`src/verilog/eicc_pkg.sv`:
```
// eicc_pkg: constants shared by the external-interface cache control block
// assumes: 40-bit physical addresses and 64-bit register data
package eicc_pkg;

  // ----------------------------------------------------------------
  // widths
  // ----------------------------------------------------------------
  localparam int ADDR_W = 40; // physical address width
  localparam int DATA_W = 64; // register data width
  localparam int NSEL = 9;    // number of decoded registers

  // ----------------------------------------------------------------
  // reserved window and register addresses
  // ----------------------------------------------------------------
  localparam logic [39:0] WIN_BASE = 40'hff_fff0_0000; // window bottom
  localparam logic [39:0] WIN_LAST = 40'hff_ffff_ffff; // window top
  localparam logic [39:0] ADDR_FSYND = 40'hff_fff0_0068;
  localparam logic [39:0] ADDR_SC_CTRL = 40'hff_fff0_00a8;
  localparam logic [39:0] ADDR_SC_ESTAT = 40'hff_fff0_00e8;
  localparam logic [39:0] ADDR_BC_FTAG = 40'hff_fff0_0108;
  localparam logic [39:0] ADDR_BC_CTRL = 40'hff_fff0_0128;
  localparam logic [39:0] ADDR_EI_EADDR = 40'hff_fff0_0148;
  localparam logic [39:0] ADDR_EI_ESTAT = 40'hff_fff0_0168;
  localparam logic [39:0] ADDR_SC_EADDR = 40'hff_fff0_0188;
  localparam logic [39:0] ADDR_BC_CFG = 40'hff_fff0_01c8;

  // ----------------------------------------------------------------
  // one-hot select positions
  // ----------------------------------------------------------------
  localparam int SEL_FSYND = 0;
  localparam int SEL_SC_CTRL = 1;
  localparam int SEL_SC_ESTAT = 2;
  localparam int SEL_BC_FTAG = 3;
  localparam int SEL_BC_CTRL = 4;
  localparam int SEL_EI_EADDR = 5;
  localparam int SEL_EI_ESTAT = 6;
  localparam int SEL_SC_EADDR = 7;
  localparam int SEL_BC_CFG = 8;

  // ----------------------------------------------------------------
  // second cache control fields and reset values
  // ----------------------------------------------------------------
  localparam int FHIT_BIT = 0;  // force hit
  localparam int FLUSH_BIT = 1; // invalidate all tags
  localparam int TSTAT_LO = 2;  // forced tag state low
  localparam int TSTAT_HI = 7;  // forced tag state high
  localparam int FBDP_LO = 8;   // force bad data parity low
  localparam int FBDP_HI = 11;  // force bad data parity high
  localparam int BLK_BIT = 12;  // block size select
  localparam int SETEN_LO = 13; // set enable low
  localparam int SETEN_HI = 15; // set enable high
  localparam logic [5:0] TSTAT_RST = 6'h00;
  localparam logic [3:0] FBDP_RST = 4'h0;
  localparam logic BLK_RST = 1'h1;
  localparam logic [2:0] SETEN_RST = 3'h7;
  localparam logic [63:0] ZERO64 = 64'h0;

endpackage

```
`src/verilog/eicc_addr_decode.sv`:
```
// eicc_addr_decode: turns a physical address into a one-hot register select
// assumes: address stable while the request is presented, same clock domain
`timescale 1ns/1ps
module eicc_addr_decode (
  addr,
  inWindow,
  sel
);
  input wire logic [eicc_pkg::ADDR_W-1:0] addr; // request address
  output logic inWindow;                         // inside reserved window
  output logic [eicc_pkg::NSEL-1:0] sel;         // one-hot register select

  // ----------------------------------------------------------------
  // exact match helper
  // ----------------------------------------------------------------
  function automatic logic hitAt(input logic [39:0] a, input logic [39:0] b);
    hitAt = (a == b);
  endfunction

  // ----------------------------------------------------------------
  // decode
  // ----------------------------------------------------------------
  // window check is inclusive at both ends [RULE_02]
  always_comb begin
    inWindow = (addr >= eicc_pkg::WIN_BASE) && (addr <= eicc_pkg::WIN_LAST);
    sel = '0;
    sel[eicc_pkg::SEL_FSYND] = hitAt(addr, eicc_pkg::ADDR_FSYND);
    sel[eicc_pkg::SEL_SC_CTRL] = hitAt(addr, eicc_pkg::ADDR_SC_CTRL);
    sel[eicc_pkg::SEL_SC_ESTAT] = hitAt(addr, eicc_pkg::ADDR_SC_ESTAT);
    sel[eicc_pkg::SEL_BC_FTAG] = hitAt(addr, eicc_pkg::ADDR_BC_FTAG);
    sel[eicc_pkg::SEL_BC_CTRL] = hitAt(addr, eicc_pkg::ADDR_BC_CTRL);
    sel[eicc_pkg::SEL_EI_EADDR] = hitAt(addr, eicc_pkg::ADDR_EI_EADDR);
    sel[eicc_pkg::SEL_EI_ESTAT] = hitAt(addr, eicc_pkg::ADDR_EI_ESTAT);
    sel[eicc_pkg::SEL_SC_EADDR] = hitAt(addr, eicc_pkg::ADDR_SC_EADDR);
    sel[eicc_pkg::SEL_BC_CFG] = hitAt(addr, eicc_pkg::ADDR_BC_CFG);
  end

endmodule // eicc_addr_decode

```
`src/verilog/eicc_ctl.sv`:
```
// eicc_ctl: register decode for the external interface unit and the
// second cache control register with force-hit, flush and tag state
// assumes: one clock, requests and lookups from same-clock logic,
// error registers live elsewhere and are passed in for readback
//
// Overview of operation
// [RULE_01] system-side accesses never reach these registers
// [RULE_02] decode only inside reserved one-megabyte window
// [RULE_03] software avoids undefined addresses in window
// [RULE_04] cache control, status, address decoded at offsets
// [RULE_05] board registers write-only, others read-only
// [RULE_06] software keeps board control bit1 zero
// [RULE_07] full reset loads defaults, timeout reset keeps
// [RULE_08] force-hit makes cacheable accesses hit
// [RULE_09] noncacheable still goes off chip
// [RULE_10] software enables exactly one set first
// [RULE_11] force-hit disables tag and data parity
// [RULE_12] forced store writes tag and state
// [RULE_13] writing flush one clears all valids
// [RULE_14] tag state field bits 7:2, reset zero
// [RULE_15] even parity correct, written parity verbatim
// [RULE_16] software keeps tag state zero normally
// [RULE_17] state bits: parity,valid,shared,dirty,two modified
// [RULE_18] set enable bits 15:13, reset all enabled
// [RULE_19] control read returns stored fields
`timescale 1ns/1ps
module eicc_ctl (
  clk,
  rst,
  timeoutRst,
  regReq,
  regWrite,
  regFromSystem,
  regAddr,
  regWdata,
  fillSyndromeIn,
  scErrStatusIn,
  scErrAddrIn,
  bcFillTagIn,
  eiErrAddrIn,
  eiErrStatusIn,
  memValid,
  memStore,
  memCacheable,
  memAddr,
  regAck,
  regRdata,
  scErrStatusRead,
  regReadStrobe,
  bcCtrlWrite,
  bcCfgWrite,
  wrData,
  forceHit,
  setEnable,
  blockSize64,
  forceBadDataParity,
  invalidateAllTags,
  forcedHit,
  offChipReq,
  tagWrite,
  tagWriteAddr,
  tagWriteState,
  tagParityCheck,
  dataParityCheck
);
  // ----------------------------------------------------------------
  // ports
  // ----------------------------------------------------------------
  input wire logic clk;
  input wire logic rst;                 // full reset
  input wire logic timeoutRst;          // timeout reset
  input wire logic regReq;              // register access request
  input wire logic regWrite;            // access is a write
  input wire logic regFromSystem;       // access arrived from the system
  input wire logic [39:0] regAddr;      // access address
  input wire logic [63:0] regWdata;     // write data
  input wire logic [63:0] fillSyndromeIn;
  input wire logic [63:0] scErrStatusIn;
  input wire logic [63:0] scErrAddrIn;
  input wire logic [63:0] bcFillTagIn;
  input wire logic [63:0] eiErrAddrIn;
  input wire logic [63:0] eiErrStatusIn;
  input wire logic memValid;            // cache lookup request
  input wire logic memStore;
  input wire logic memCacheable;
  input wire logic [39:0] memAddr;
  output logic regAck;                  // access answered
  output logic [63:0] regRdata;         // read data
  output logic scErrStatusRead;         // status read, unlock and clear
  output logic [eicc_pkg::NSEL-1:0] regReadStrobe; // per-register read
  output logic bcCtrlWrite;             // board control write strobe
  output logic bcCfgWrite;              // board config write strobe
  output logic [63:0] wrData;           // data for write strobes
  output logic forceHit;
  output logic [2:0] setEnable;
  output logic blockSize64;
  output logic [3:0] forceBadDataParity;
  output logic invalidateAllTags;       // one-cycle flush pulse
  output logic forcedHit;
  output logic offChipReq;
  output logic tagWrite;
  output logic [39:0] tagWriteAddr;
  output logic [5:0] tagWriteState;
  output logic tagParityCheck;
  output logic dataParityCheck;

  // ----------------------------------------------------------------
  // decode
  // ----------------------------------------------------------------
  logic inWindow;                       // address inside reserved window
  logic [eicc_pkg::NSEL-1:0] sel;       // one-hot register select
  logic procAcc;                        // accepted processor access
  logic rdAcc;                          // accepted read
  logic wrAcc;                          // accepted write
  logic flushBit;                       // stored flush bit
  logic [5:0] forcedTagState;           // stored forced tag state
  logic [63:0] ctlValue;                // control register image
  logic [63:0] next_rdata;              // read mux result

  eicc_addr_decode u_decode (
    .addr(regAddr),
    .inWindow(inWindow),
    .sel(sel)
  );

  // system requests are dropped before decode [RULE_01]
  assign procAcc = regReq && !regFromSystem && inWindow; // [RULE_02]
  assign rdAcc = procAcc && !regWrite;
  assign wrAcc = procAcc && regWrite;

  // ----------------------------------------------------------------
  // control register
  // ----------------------------------------------------------------
  // only full reset loads defaults; timeout reset leaves it [RULE_07]
  always_ff @(posedge clk) begin
    if (rst) begin
      forceHit <= 1'b0; // [RULE_08]
      flushBit <= 1'b0; // [RULE_13]
      forcedTagState <= eicc_pkg::TSTAT_RST; // [RULE_14]
      forceBadDataParity <= eicc_pkg::FBDP_RST;
      blockSize64 <= eicc_pkg::BLK_RST;
      setEnable <= eicc_pkg::SETEN_RST; // [RULE_18]
    end else if (wrAcc && sel[eicc_pkg::SEL_SC_CTRL]) begin // [RULE_04]
      forceHit <= regWdata[eicc_pkg::FHIT_BIT];
      flushBit <= regWdata[eicc_pkg::FLUSH_BIT];
      forcedTagState <= regWdata[eicc_pkg::TSTAT_HI:eicc_pkg::TSTAT_LO];
      forceBadDataParity <= regWdata[eicc_pkg::FBDP_HI:eicc_pkg::FBDP_LO];
      blockSize64 <= regWdata[eicc_pkg::BLK_BIT];
      setEnable <= regWdata[eicc_pkg::SETEN_HI:eicc_pkg::SETEN_LO];
    end
  end

  // flush fires on every write of one, not on a held one [RULE_13]
  always_ff @(posedge clk) begin
    if (rst) begin
      invalidateAllTags <= 1'b0;
    end else begin
      invalidateAllTags <= wrAcc && sel[eicc_pkg::SEL_SC_CTRL]
        && regWdata[eicc_pkg::FLUSH_BIT];
    end
  end

  // readback image, reserved bits read zero [RULE_19]
  always_comb begin
    ctlValue = eicc_pkg::ZERO64;
    ctlValue[eicc_pkg::FHIT_BIT] = forceHit;
    ctlValue[eicc_pkg::FLUSH_BIT] = flushBit;
    ctlValue[eicc_pkg::TSTAT_HI:eicc_pkg::TSTAT_LO] = forcedTagState;
    ctlValue[eicc_pkg::FBDP_HI:eicc_pkg::FBDP_LO] = forceBadDataParity;
    ctlValue[eicc_pkg::BLK_BIT] = blockSize64;
    ctlValue[eicc_pkg::SETEN_HI:eicc_pkg::SETEN_LO] = setEnable;
  end

  // ----------------------------------------------------------------
  // read mux
  // ----------------------------------------------------------------
  // write-only and undefined addresses read zero; undefined ones are
  // still answered so the pipe never hangs on a stray access [RULE_05]
  always_comb begin
    next_rdata = eicc_pkg::ZERO64;
    if (sel[eicc_pkg::SEL_SC_CTRL]) begin
      next_rdata = ctlValue; // [RULE_19]
    end else if (sel[eicc_pkg::SEL_SC_ESTAT]) begin
      next_rdata = scErrStatusIn; // [RULE_04]
    end else if (sel[eicc_pkg::SEL_SC_EADDR]) begin
      next_rdata = scErrAddrIn; // [RULE_04]
    end else if (sel[eicc_pkg::SEL_FSYND]) begin
      next_rdata = fillSyndromeIn; // [RULE_05]
    end else if (sel[eicc_pkg::SEL_BC_FTAG]) begin
      next_rdata = bcFillTagIn; // [RULE_05]
    end else if (sel[eicc_pkg::SEL_EI_EADDR]) begin
      next_rdata = eiErrAddrIn; // [RULE_05]
    end else if (sel[eicc_pkg::SEL_EI_ESTAT]) begin
      next_rdata = eiErrStatusIn; // [RULE_05]
    end
  end

  // ----------------------------------------------------------------
  // answer and side-effect strobes
  // ----------------------------------------------------------------
  // timeout reset drops a pending answer but not the control state
  always_ff @(posedge clk) begin
    if (rst || timeoutRst) begin
      regAck <= 1'b0;
      regRdata <= eicc_pkg::ZERO64;
    end else begin
      regAck <= procAcc; // [RULE_01]
      regRdata <= rdAcc ? next_rdata : eicc_pkg::ZERO64;
    end
  end

  // read strobes; a status read unlocks and clears it downstream
  always_ff @(posedge clk) begin
    if (rst || timeoutRst) begin
      regReadStrobe <= '0;
      scErrStatusRead <= 1'b0;
    end else begin
      regReadStrobe <= rdAcc ? sel : '0;
      scErrStatusRead <= rdAcc && sel[eicc_pkg::SEL_SC_ESTAT];
    end
  end

  // write-only board registers are forwarded as strobes [RULE_05]
  always_ff @(posedge clk) begin
    if (rst || timeoutRst) begin
      bcCtrlWrite <= 1'b0;
      bcCfgWrite <= 1'b0;
      wrData <= eicc_pkg::ZERO64;
    end else begin
      bcCtrlWrite <= wrAcc && sel[eicc_pkg::SEL_BC_CTRL];
      bcCfgWrite <= wrAcc && sel[eicc_pkg::SEL_BC_CFG];
      if (wrAcc) begin
        wrData <= regWdata;
      end
    end
  end

  // ----------------------------------------------------------------
  // lookup steering
  // ----------------------------------------------------------------
  eicc_tag_gen u_tag (
    .clk(clk),
    .rst(rst),
    .memValid(memValid),
    .memStore(memStore),
    .memCacheable(memCacheable),
    .memAddr(memAddr),
    .forceHit(forceHit),
    .forcedTagState(forcedTagState),
    .forcedHit(forcedHit),
    .offChipReq(offChipReq),
    .tagWrite(tagWrite),
    .tagWriteAddr(tagWriteAddr),
    .tagWriteState(tagWriteState),
    .tagParityCheck(tagParityCheck),
    .dataParityCheck(dataParityCheck)
  );
endmodule // eicc_ctl

```
`src/verilog/eicc_tag_gen.sv`:
```
// eicc_tag_gen: lookup steering for the second cache under force-hit mode
// assumes: one lookup request per cycle from the memory pipe, same clock
`timescale 1ns/1ps
module eicc_tag_gen (
  clk,
  rst,
  memValid,
  memStore,
  memCacheable,
  memAddr,
  forceHit,
  forcedTagState,
  forcedHit,
  offChipReq,
  tagWrite,
  tagWriteAddr,
  tagWriteState,
  tagParityCheck,
  dataParityCheck
);
  input wire logic clk;
  input wire logic rst;
  input wire logic memValid;          // lookup request
  input wire logic memStore;          // request is a store
  input wire logic memCacheable;      // request is cacheable
  input wire logic [39:0] memAddr;    // request address
  input wire logic forceHit;          // force-hit mode
  input wire logic [5:0] forcedTagState;
  output logic forcedHit;             // lookup forced to hit
  output logic offChipReq;            // request goes off chip
  output logic tagWrite;              // forced tag write strobe
  output logic [39:0] tagWriteAddr;   // tag taken from store address
  output logic [5:0] tagWriteState;   // parity,valid,shared,dirty,ow1,ow0
  output logic tagParityCheck;        // tag parity checking enabled
  output logic dataParityCheck;       // data parity checking enabled

  logic fhCache; // cacheable lookup in force-hit mode
  assign fhCache = memValid && memCacheable && forceHit;

  // ----------------------------------------------------------------
  // hit forcing and off-chip routing
  // ----------------------------------------------------------------
  // noncacheable traffic never forced, always off chip [RULE_08] [RULE_09]
  always_ff @(posedge clk) begin
    if (rst) begin
      forcedHit <= 1'b0;
      offChipReq <= 1'b0;
    end else begin
      forcedHit <= fhCache; // [RULE_08]
      offChipReq <= memValid && !memCacheable; // [RULE_09]
    end
  end

  // ----------------------------------------------------------------
  // forced tag write on stores
  // ----------------------------------------------------------------
  // state written verbatim, even a bad parity bit [RULE_12] [RULE_15]
  always_ff @(posedge clk) begin
    if (rst) begin
      tagWrite <= 1'b0;
      tagWriteAddr <= '0;
      tagWriteState <= '0;
    end else begin
      tagWrite <= fhCache && memStore; // [RULE_12]
      if (fhCache && memStore) begin
        tagWriteAddr <= memAddr; // [RULE_12]
        tagWriteState <= forcedTagState; // [RULE_17] [RULE_14]
      end
    end
  end

  // ----------------------------------------------------------------
  // parity checking gate
  // ----------------------------------------------------------------
  always_ff @(posedge clk) begin
    if (rst) begin
      tagParityCheck <= 1'b1;
      dataParityCheck <= 1'b1;
    end else begin
      tagParityCheck <= !forceHit; // [RULE_11]
      dataParityCheck <= !forceHit; // [RULE_11]
    end
  end
endmodule // eicc_tag_gen
```
`config.mk`:
```
export PLATFORM = sky130hd
export DESIGN_NAME = eicc_ctl
export DESIGN_NICKNAME = d
export VERILOG_FILES = /design/src/verilog/eicc_pkg.sv /design/src/verilog/eicc_addr_decode.sv /design/src/verilog/eicc_ctl.sv /design/src/verilog/eicc_tag_gen.sv
export SDC_FILE = /design/constraint.sdc
export NUM_CORES = 1
export LEC_CHECK = 0
export BUFFER_PORTS_ARGS = -buffer_cell sky130_fd_sc_hd__buf_2
export CAP_MARGIN = 5
export CELL_PAD_IN_SITES_DETAIL_PLACEMENT = 2
export CELL_PAD_IN_SITES_GLOBAL_PLACEMENT = 2
export CORE_AREA = 5 5 284 286
export CTS_BUF_LIST = sky130_fd_sc_hd__clkbuf_2
export CTS_CLUSTER_SIZE = 12
export DETAILED_ROUTE_END_ITERATION = 8
export DIE_AREA = 0 0 289 291
export PLACE_DENSITY = 0.59
export SETUP_SLACK_MARGIN = 0.3
export SYNTH_ARGS = -nofsm -noshare
export SYNTH_HDL_FRONTEND = slang
export SYNTH_SLANG_ARGS = --single-unit
```
`constraint.sdc`:
```
create_clock -name clk -period 4.95 [get_ports clk]
set_input_delay 0.7425 -clock clk [delete_from_list [all_inputs] [get_ports clk]]
set_output_delay 0.7425 -clock clk [all_outputs]
set_load 0.02 [all_outputs]
```
==> results of run 1 <==
==> cell type report <==
cell class,instances,area (µm²)
fill,9353,60500
timing repair buffer,992,6180
multi-input combinational,892,5100
sequential,208,4160
tap,1050,1310
clock buffer,98,490
inverter,51,191
clock inverter,13,87.6
antenna,21,52.6
==> cells in the mapped netlist, types with 4 or more instances <==
master	number	area, µm²
buf_6	6	67.6
a211o_1	4	35.0
buf_2	10	50.1
nand4_1	15	93.8
o211a_1	47	470
o211ai_1	100	751
and2_1	4	25.0
nand2_1	332	1250
o221ai_1	8	70.1
nor4_1	5	31.3
dfxtp_1	208	4160
o21ai_1	7	35.0
a221oi_1	7	61.3
a22oi_1	48	360
a32o_1	8	80.1
nand3_1	23	115
o32ai_1	16	140
nor2_1	14	52.6
buf_1	10	37.5
or2_2	5	31.3
clkbuf_1	96	360
a31oi_1	8	50.1
mux2_2	9	101
nand2b_1	5	31.3
or3_1	4	25.0
o21ai_0	57	285
nor3_1	11	55.1
inv_1	51	191
a21oi_1	123	616
==> metal layers <==
metal	vias to the layer above	wire length, µm	global-route usage [%]
met1	6845	29000	18.7
met3	203	7080	6.24
met5	-	143	0
met2	691	41200	33.6
met4	24	4170	8.92
li1	6484	-	-
==> metrics by stage <==
| stage | util, % | instance area (µm²) |
|---|---|---|
| floorplan | - | 9930 |
| global placement | 18.8 | 14700 |
| detailed placement | 18.8 | 14700 |
| CTS | 22.4 | 17500 |
| global route | 22.5 | 17600 |
| finish | 22.5 | 17600 |
==> worst reg2reg max path, stage by stage (launching register included) <==
cell     delay [ns]
dfxtp_1        0.34
buf_4          0.22
and4_2         0.98
nand2_1        0.24
a21oi_1        0.18
==> sequential cells by signal, indices dropped and copies added, names as in the netlist <==
signal	count
setEnable	3
invalidateAllTags	1
forceBadDataParity	4
blockSize64	1
forcedTagState	6
u_tag.tagWrite	1
u_tag.forcedHit	1
regAck	1
regReadStrobe	9
bcCfgWrite	1
flushBit	1
wrData	64
u_tag.tagWriteAddr	40
forceHit	1
u_tag.tagWriteState	6
u_tag.offChipReq	1
u_tag.tagParityCheck	1
bcCtrlWrite	1
scErrStatusRead	1
regRdata	64
==> path summary, 6_finish.rpt <==
kind / start / to / slack, ns
setup / recovery: regAddr[6] / regRdata[6]$_SDFF_PP0_ / 1.30
hold / removal: bcFillTagIn[29] / regRdata[29]$_SDFF_PP0_ / 0.20
setup reg to reg: forceHit$_SDFFE_PP0P_ / u_tag.tagWriteAddr[32]$_SDFFE_PP0P_ / 2.80
hold reg to reg: wrData[31]$_SDFFE_PP0P_ / wrData[31]$_SDFFE_PP0P_ / 0.45
==> timing repair <==
item,in CTS,in global routing
hold buffers,225,0
endpoints found under the setup margin,0,0
hold endpoints to repair,186,0
==> where the power goes <==
part	internal [mW]	switching [mW]	total [mW]
Sequential	1.67	0.0000584	1.67
Clock	0.544	0.934	1.48
Combinational	0.289	0.268	0.556
==> kinds of logic after synthesis <==
family / Yosys count / share of synthesized area [%]
simple gates: 446 / 19.8
compound gates: 436 / 30.0
flops: 208 / 41.9
buf+inv: 174 / 7.20
mux: 10 / 1.12
==> results_dict.tcl, run 1 <==
set metrics [dict create \
    max_stage_delay_ns 0.95 \
    power_density_nw_per_um2 211 \
    wl_per_cell_um 24.5 \
    drc 0 \
    wl_mm 81.5 \
    num_io_pins 739 \
    die_h_um 291 \
    synth.avg_cell_area_um2 7.79 \
    netlist_area_um2 9930 \
    ys_ff_latch 208 \
    timing.hold.ws_ns 0.200 \
    drv_cap 0 \
    ys.warnings.count 0 \
    path_clk_slew_ns 0.09 \
    grt-ovfl-total 0 \
    power_mw 3.71 \
    ctsResizeCount 0 \
    critPathArrivalTime_ns 4.56 \
    place_inst 2968 \
    syn_nets 1811 \
    drv_slew 0 \
    slew_headroom_pct 26.4 \
    dr.first_iter.drc_count 408 \
    ys_async_sr_fraction_pct 0 \
    synth_edf_count 0 \
    finalHoldViolCount 0 \
    synth_flop_cell "dfxtp_1" \
    outcome "complete, no violations" \
    vias 14200 \
    ant_nets 0 \
    leakage_nw 8.06 \
    grt_use_total_pct 18.4 \
    fin_cells 3325 \
    critPathKind "input pin to register" \
    peakVddDrop_uv 84.9 \
    ctsRootBufferMaster "clkbuf_2" \
    min_period_over_period_pct 73.7 \
    cp_cell_sequence "dlygate4sd3_1 > buf_2 > nand3b_1 > nor3_2 > a221oi_1 > dlygate4sd3_1 > o21ai_1 > dlygate4sd3_1" \
    cts_buffers 71 \
    path_common_cell "dlygate4sd3_1" \
    finalWorstSetupSlack_ns 1.30 \
    placementRows 103 \
    grt_pass1_vias 16200 \
    max_freq_ghz 0.274 \
    start_util_pct 12.7 \
    cp_num_buf_inv 4 \
    drive_gt1_share_pct 40.0 \
    hold_class "input pin to register" \
    cts_tree "done" \
    routabilityCongestion 0.876 \
    critPathLaunchType "input pin" \
    syn_inst 1274 \
    layout_commonest_cell "buf_2" \
    cp-end-kind "register" \
    place_ws_ns 1.32 \
    worstPathRequired_ns 5.86 \
    viasPerCell 4.28 \
    slowest_stage "nor3_2" \
    cts.sinks 208 \
    mostFrequentLayoutCells "738 x buf_2, 332 x nand2_1, 225 x dlygate4sd3_1" \
    grt_start_max_net_pins 67 \
    fp.dieW_um 289 \
    cp_top_family "buffers and inverters" \
    reg2reg_depth 4 \
    synth_seq_area_share_pct 41.9 \
    die-area_um2 84100 \
    core_area_um2 78100 \
    ys_types 49 \
    clkLatencyLatePin_ns 1.01 \
    tightest_slew_ns 1.10 \
    setup_violations 0 \
    finClkSkew_ns 0.129 \
    post_cts_buffers 0 \
    first_pass_iters 4 \
    worst-path-stages 8 \
    port-buffer-count 738 \
    dp_hpwl_mm 64.0 \
    setup_tns_ns 0 \
    grt_pass1_wl_mm 113 \
    nets 2753 \
    area_growth_syn_to_layout_pct 77.1 \
    period_needed_ns 3.65 \
    hold_depth 4 \
    path_max_fanout 12 \
    antenna_found_initial 55 \
    cts_max_level 3 \
    rsz0062_at_grt "false" \
    cts_buffer_depth 3 \
]
(Power assumes the default switching activity.)
==> run 2: changes to the inputs <==
Settings changed: CORE_AREA 5 5 284 286 to 5 5 288 290, DIE_AREA 0 0 289 291 to 0 0 293 295.
Clock period 4.95 ns to 3.1 ns, I/O delays scaled along.
==> run 2 against run 1 <==
Net effect:
- wire length is 1.9% higher
- critical path depth is 2 higher
- worst setup slack worse by 1.0 ns
- first-iteration DRC count is 7.1% higher
- non-clock buffer count is 101 higher
- cell count is 3.4% higher
- register-to-register slack worse by 2.1 ns
- total power is 66% higher
- clock power is 70% higher
- combinational power is 74% higher
- via count is 2.8% higher
- critical path type unchanged
- critical endpoint is now regRdata[63]$_SDFF_PP0_
- largest cell class unchanged
- highest routed layer unchanged
==> results_dict.tcl, run 2 (same netlist as run 1, synthesis figures left out) <==
set metrics [dict create \
    outcome "complete, no violations" \
    slew_headroom_pct 28.3 \
    place_inst 3003 \
    r2r-start "forceHit$_SDFFE_PP0P_" \
    dp_hpwl_mm 63.8 \
    critPathKind "input pin to register" \
    max_stage_delay_ns 0.56 \
    cts_buffer_depth 3 \
    setup_tns_ns 0 \
    max_freq_ghz 0.353 \
    peakVddDrop_uv 158 \
    num_io_pins 739 \
    multiInputGateArea_um2 5130 \
    dr.first_iter.drc_count 437 \
    grt_start_max_net_pins 67 \
    critPathArrivalTime_ns 3.67 \
    placed_cell_area_um2 15000 \
    drv_slew 0 \
    worstPathRequired_ns 3.93 \
    die-area_um2 86400 \
    wl_mm 83.1 \
    antenna_found_initial 34 \
    start_util_pct 12.4 \
    power_mw 6.16 \
    fin_cells 3439 \
    clkLatencyLatePin_ns 1.04 \
    path_clk_slew_ns 0.10 \
    layout_commonest_cell "buf_2" \
    grt-ovfl-total 0 \
    reg2reg_slack_ns 0.74 \
    vias 14700 \
    post_cts_buffers 0 \
    hold_depth 4 \
    routabilityCongestion 0.884 \
    grt_pass1_wl_mm 116 \
    r2r-end "u_tag.tagWriteAddr[5]$_SDFFE_PP0P_" \
    finalWorstSetupSlack_ns 0.266 \
    cp-end-kind "register" \
    nets 2852 \
    cts_max_level 3 \
    drv_cap 0 \
    rsz0062_at_grt "true" \
    finish.utilization_pct 23.4 \
    place_ws_ns 0.0801 \
    timing.hold.ws_ns 0.210 \
    tightest_slew_ns 1.08 \
    mostFrequentLayoutCells "738 x buf_2, 332 x nand2_1, 300 x dlygate4sd3_1" \
    hold_end "wrData[56]$_SDFFE_PP0P_" \
    cp_num_buf_inv 5 \
    fp.dieW_um 293 \
    wl_per_cell_um 24.2 \
    drive_gt1_share_pct 39.5 \
    reg.largest.list "regRdata: 64 flops, wrData: 64 flops, u_tag.tagWriteAddr: 40 flops" \
    ant_nets 0 \
    path_common_cell "dlygate4sd3_1" \
    finalHoldViolCount 0 \
    reg2reg_depth 5 \
    cp_cell_sequence "dlygate4sd3_1 > buf_2 > nand4_1 > or4_1 > buf_4 > or4_4 > buf_12 > o21ai_1 > a21oi_1 > dlygate4sd3_1" \
    port-buffer-count 738 \
    period_needed_ns 2.83 \
    critPathLaunchType "input pin" \
    drc 0 \
    placementRows 104 \
    die_h_um 295 \
    cts_buffers 69 \
    viasPerCell 4.26 \
    hold_class "input pin to register" \
    first_pass_iters 5 \
    path_max_fanout 50 \
    leakage_nw 8.66 \
    slowest_stage "or4_1" \
    grt_use_total_pct 18.2 \
    min_period_over_period_pct 91.4 \
    cp_top_family "buffers and inverters" \
    seq_area_um2 4160 \
    ctsRootBufferMaster "clkbuf_2" \
    fin_area_um2 18700 \
    grt_pass1_vias 17000 \
    hp-start "regWdata[56]" \
    area_growth_syn_to_layout_pct 88.7 \
    power_density_nw_per_um2 329 \
    finClkSkew_ns 0.0783 \
    cts.sinks 208 \
    setup_violations 0 \
    core_area_um2 80000 \
    cts_tree "done" \
    nFillCells 9514 \
]
run 2: cell count changes in the layout (fill, tap and decap cells not counted), sizes merged:
cell and change:
buf +25, bufinv +2, clkbuf +1, clkinv +2
clkinvlp -1, diode -1, dlygate4sd3 +75, dlymetal6s4s +1
run 2: area by class of cell:
| cell class | count | area share [%] |
|---|---|---|
| tap | 1060 | 7.08 |
| sequential | 208 | 22.2 |
| clock buffer | 99 | 2.64 |
| multi-input combinational | 892 | 27.4 |
| timing repair buffer | 1093 | 38.6 |
| antenna | 20 | 0.267 |
| inverter | 51 | 1.02 |
| clock inverter | 16 | 0.728 |
run 2: how the worst max path moves through the flow:
stage | startpoint | end | slack, ns | cells past startpoint
5_1_grt | regAddr[31] | regRdata[63]$_SDFF_PP0_ | 0.28 | 11
6_report | regAddr[31] | regRdata[63]$_SDFF_PP0_ | 0.27 | 10
3_5_place_dp | regAddr[16] | regRdata[63]$_SDFF_PP0_ | 0.08 | 8
2_1_floorplan | regAddr[16] | regRdata[16]$_SDFF_PP0_ | 0.47 | 6
3_3_place_gp | regAddr[16] | regRdata[63]$_SDFF_PP0_ | 0.12 | 8
4_1_cts | regAddr[8] | regRdata[7]$_SDFF_PP0_ | 0.32 | 10
run 2: tightest hold or removal path, delay by kind of cell:
family	cells	cell delay [ns]
AO/OA/AOI/OAI	1	0.05
buffers and inverters	2	0.65
AND/OR/NAND/NOR	1	0.05
run 2: metal layers:
layer / vias up / part of all wire (%) / track usage (%)
met2: 646 / 52 / 34.1
met3: 150 / 7.7 / 5.37
met4: 14 / 3.3 / 6.74
li1: 6681 / - / -
met5: - / 0.11 / 0
met1: 7162 / 37 / 19.1
run 2: what timing repair did:
| action | 4_1_cts | 5_1_grt |
|---|---|---|
| setup endpoints to repair | 0 | 14 |
| hold endpoints to repair | 206 | 0 |
| gates resized for setup | 0 | 9 |
| hold buffers | 301 | 0 |
run 2: power by group:
part	leakage, nW	switching, mW	internal, mW	total, mW
combinational	6.51	0.454	0.512	0.966
sequential	1.67	0.000209	2.67	2.67
clock	0.472	1.49	1.03	2.52
total	8.66	1.94	4.21	6.16
==> run 3: changes to the inputs <==
Settings changed: SETUP_SLACK_MARGIN 0.3 to 0.1.
==> run 3 against run 2 <==
Net effect:
- global-route usage decreased by 0.061 points
- clock skew is 0.0051 ns higher
- critical path depth fell by 2
- die area did not move
- first-iteration DRC count up 4.1%
- worst setup slack lost 0.12 ns
- combinational power down 0.9%
- sequential share of layout area grew 0.068 points
==> results_dict.tcl, run 3 (same netlist as run 1, synthesis figures left out) <==
set metrics [dict create \
    post_cts_buffers 0 \
    power_mw 6.15 \
    antenna_found_initial 33 \
    drive_gt1_share_pct 39.4 \
    cts_tree "done" \
    critical_path.startpoint "regAddr[6]" \
    reg.largest.list "regRdata: 64 flops, wrData: 64 flops, u_tag.tagWriteAddr: 40 flops" \
    peakVddDrop_uv 158 \
    grt-ovfl-total 0 \
    max_freq_ghz 0.338 \
    leakage_nw 8.63 \
    gr-usage-met2_pct 34.1 \
    ant_nets 0 \
    tightest_slew_ns 1.10 \
    die_h_um 295 \
    viasPerCell 4.25 \
    start_util_pct 12.4 \
    mostFrequentLayoutCells "737 x buf_2, 332 x nand2_1, 298 x dlygate4sd3_1" \
    power_density_nw_per_um2 329 \
    cp-end-kind "register" \
    p_seq_share_pct 43.4 \
    core_area_um2 80000 \
    met3_usage_pct 5.39 \
    hold_class "input pin to register" \
    num_io_pins 739 \
    placementRows 104 \
    min_period_over_period_pct 95.5 \
    layout_commonest_cell "buf_2" \
    finalHoldViolCount 0 \
    grt_use_total_pct 18.1 \
    vias 14600 \
    hp-start "regWdata[56]" \
    routabilityCongestion 0.884 \
    setup_tns_ns 0 \
    grt_pass1_vias 16900 \
    cts.sinks 208 \
    nFillCells 9528 \
    critPathArrivalTime_ns 3.88 \
    ctsRootBufferMaster "clkbuf_2" \
    grt_pass1_wl_mm 116 \
    outcome "complete, no violations" \
    setup_violations 0 \
    period_needed_ns 2.96 \
    finClkSkew_ns 0.0835 \
    wl_mm 82.8 \
    use_met1_pct 19.0 \
    drv_slew 0 \
    cts_buffers 69 \
    p_clk_share_pct 41.0 \
    worstPathRequired_ns 4.02 \
    critPathLaunchType "input pin" \
    dr.first_iter.drc_count 455 \
    slew_headroom_pct 26.7 \
    drc 0 \
    rsz0062_at_grt "false" \
    nets 2849 \
    r2r-start "forceHit$_SDFFE_PP0P_" \
    critPathKind "input pin to register" \
    path_clk_slew_ns 0.11 \
    grt_start_max_net_pins 67 \
    wl_per_cell_um 24.1 \
    dp_hpwl_mm 63.8 \
    p_sw_share_pct 31.6 \
    busiest_layer "met2" \
    port-buffer-count 738 \
    power_switching_mw 1.94 \
    drv_cap 0 \
    die-area_um2 86400 \
    fp.dieW_um 293 \
    first_pass_iters 5 \
    cell_internal_pwr_mw 4.21 \
    cts_buffer_depth 3 \
    p_comb_share_pct 15.6 \
    clkLatencyLatePin_ns 1.04 \
    area_growth_syn_to_layout_pct 88.1 \
    path_max_fanout 10 \
    cts_max_level 3 \
]
-- run 3: cell count changes in the layout (fill, tap and decap cells not counted), sizes merged --
cell / previous run / this run
dlymetal6s4s: 1 / 0
buf: 792 / 791
diode: 20 / 19
dlygate4sd3: 300 / 298
clkbuf: 99 / 100
-- run 3: final cells by class --
cell class	count	area, µm²	share of cell area [%]
inverters	51	191	1.02
repair buffers	1090	7200	38.5
diodes	19	47.5	0.255
flip-flops and latches	208	4160	22.3
multi-input cells	892	5120	27.4
clock buffers	99	495	2.65
clock inverters	16	136	0.730
well taps	1060	1330	7.10
-- run 3: power groups by stage --
stage          clock network (mW)  registers, mW  logic (mW)
3_3_place_gp                    0           2.73       0.714
3_5_place_dp                    0           2.73       0.726
4_1_cts                      2.70           2.67       0.962
5_1_grt                      2.82           2.67        1.03
6_report                     2.52           2.67       0.957
2_1_floorplan                   0           2.73       0.193
-- run 3: critical path: stages --
cell and delay (ns):
dlygate4sd3_1 0.52, buf_2 0.26, nor4bb_4 0.51, and2_1 0.56, a221oi_1 0.16, dlygate4sd3_1 0.62, o21ai_0 0.19, dlygate4sd3_1 0.57
-- run 3: stage by stage --
stage               utilization, %  instances  setup slack (ns)  instance area (µm²)  hold slack (ns)
global route                  23.3       3427             0.157                18700           0.0639
CTS                           23.3       3416             0.175                18600          0.00120
finish                        23.3       3435             0.141                18700            0.217
global placement              18.7       3003             0.124                15000            0.435
floorplan                        -       1274             0.473                 9930            0.431
detailed placement            18.7       3003            0.0801                15000            0.443
-- run 3: worst paths after layout --
check                           depth (start not counted)  slack [ns]                                  end
worst max-delay path                                    8        0.14               regRdata[9]$_SDFF_PP0_
worst min-delay path                                    4        0.22              wrData[56]$_SDFFE_PP0P_
worst max register to register                          5        0.72   u_tag.tagWriteAddr[5]$_SDFFE_PP0P_
worst min register to register                          2        0.45  u_tag.tagWriteState[2]$_SDFFE_PP0P_
-- run 3: per-layer routing --
layer	share of wire [%]	wire, µm
met2	52	42900
met5	0.099	82
met1	37	30900
met3	7.6	6320
met4	3.1	2590
-- run 3: timing repair --
action / 4_1_cts / 5_1_grt
endpoints found under the setup margin: 0 / 8
endpoints found under the hold margin: 206 / 0
gates resized for setup: 0 / 3
hold buffers: 298 / 0
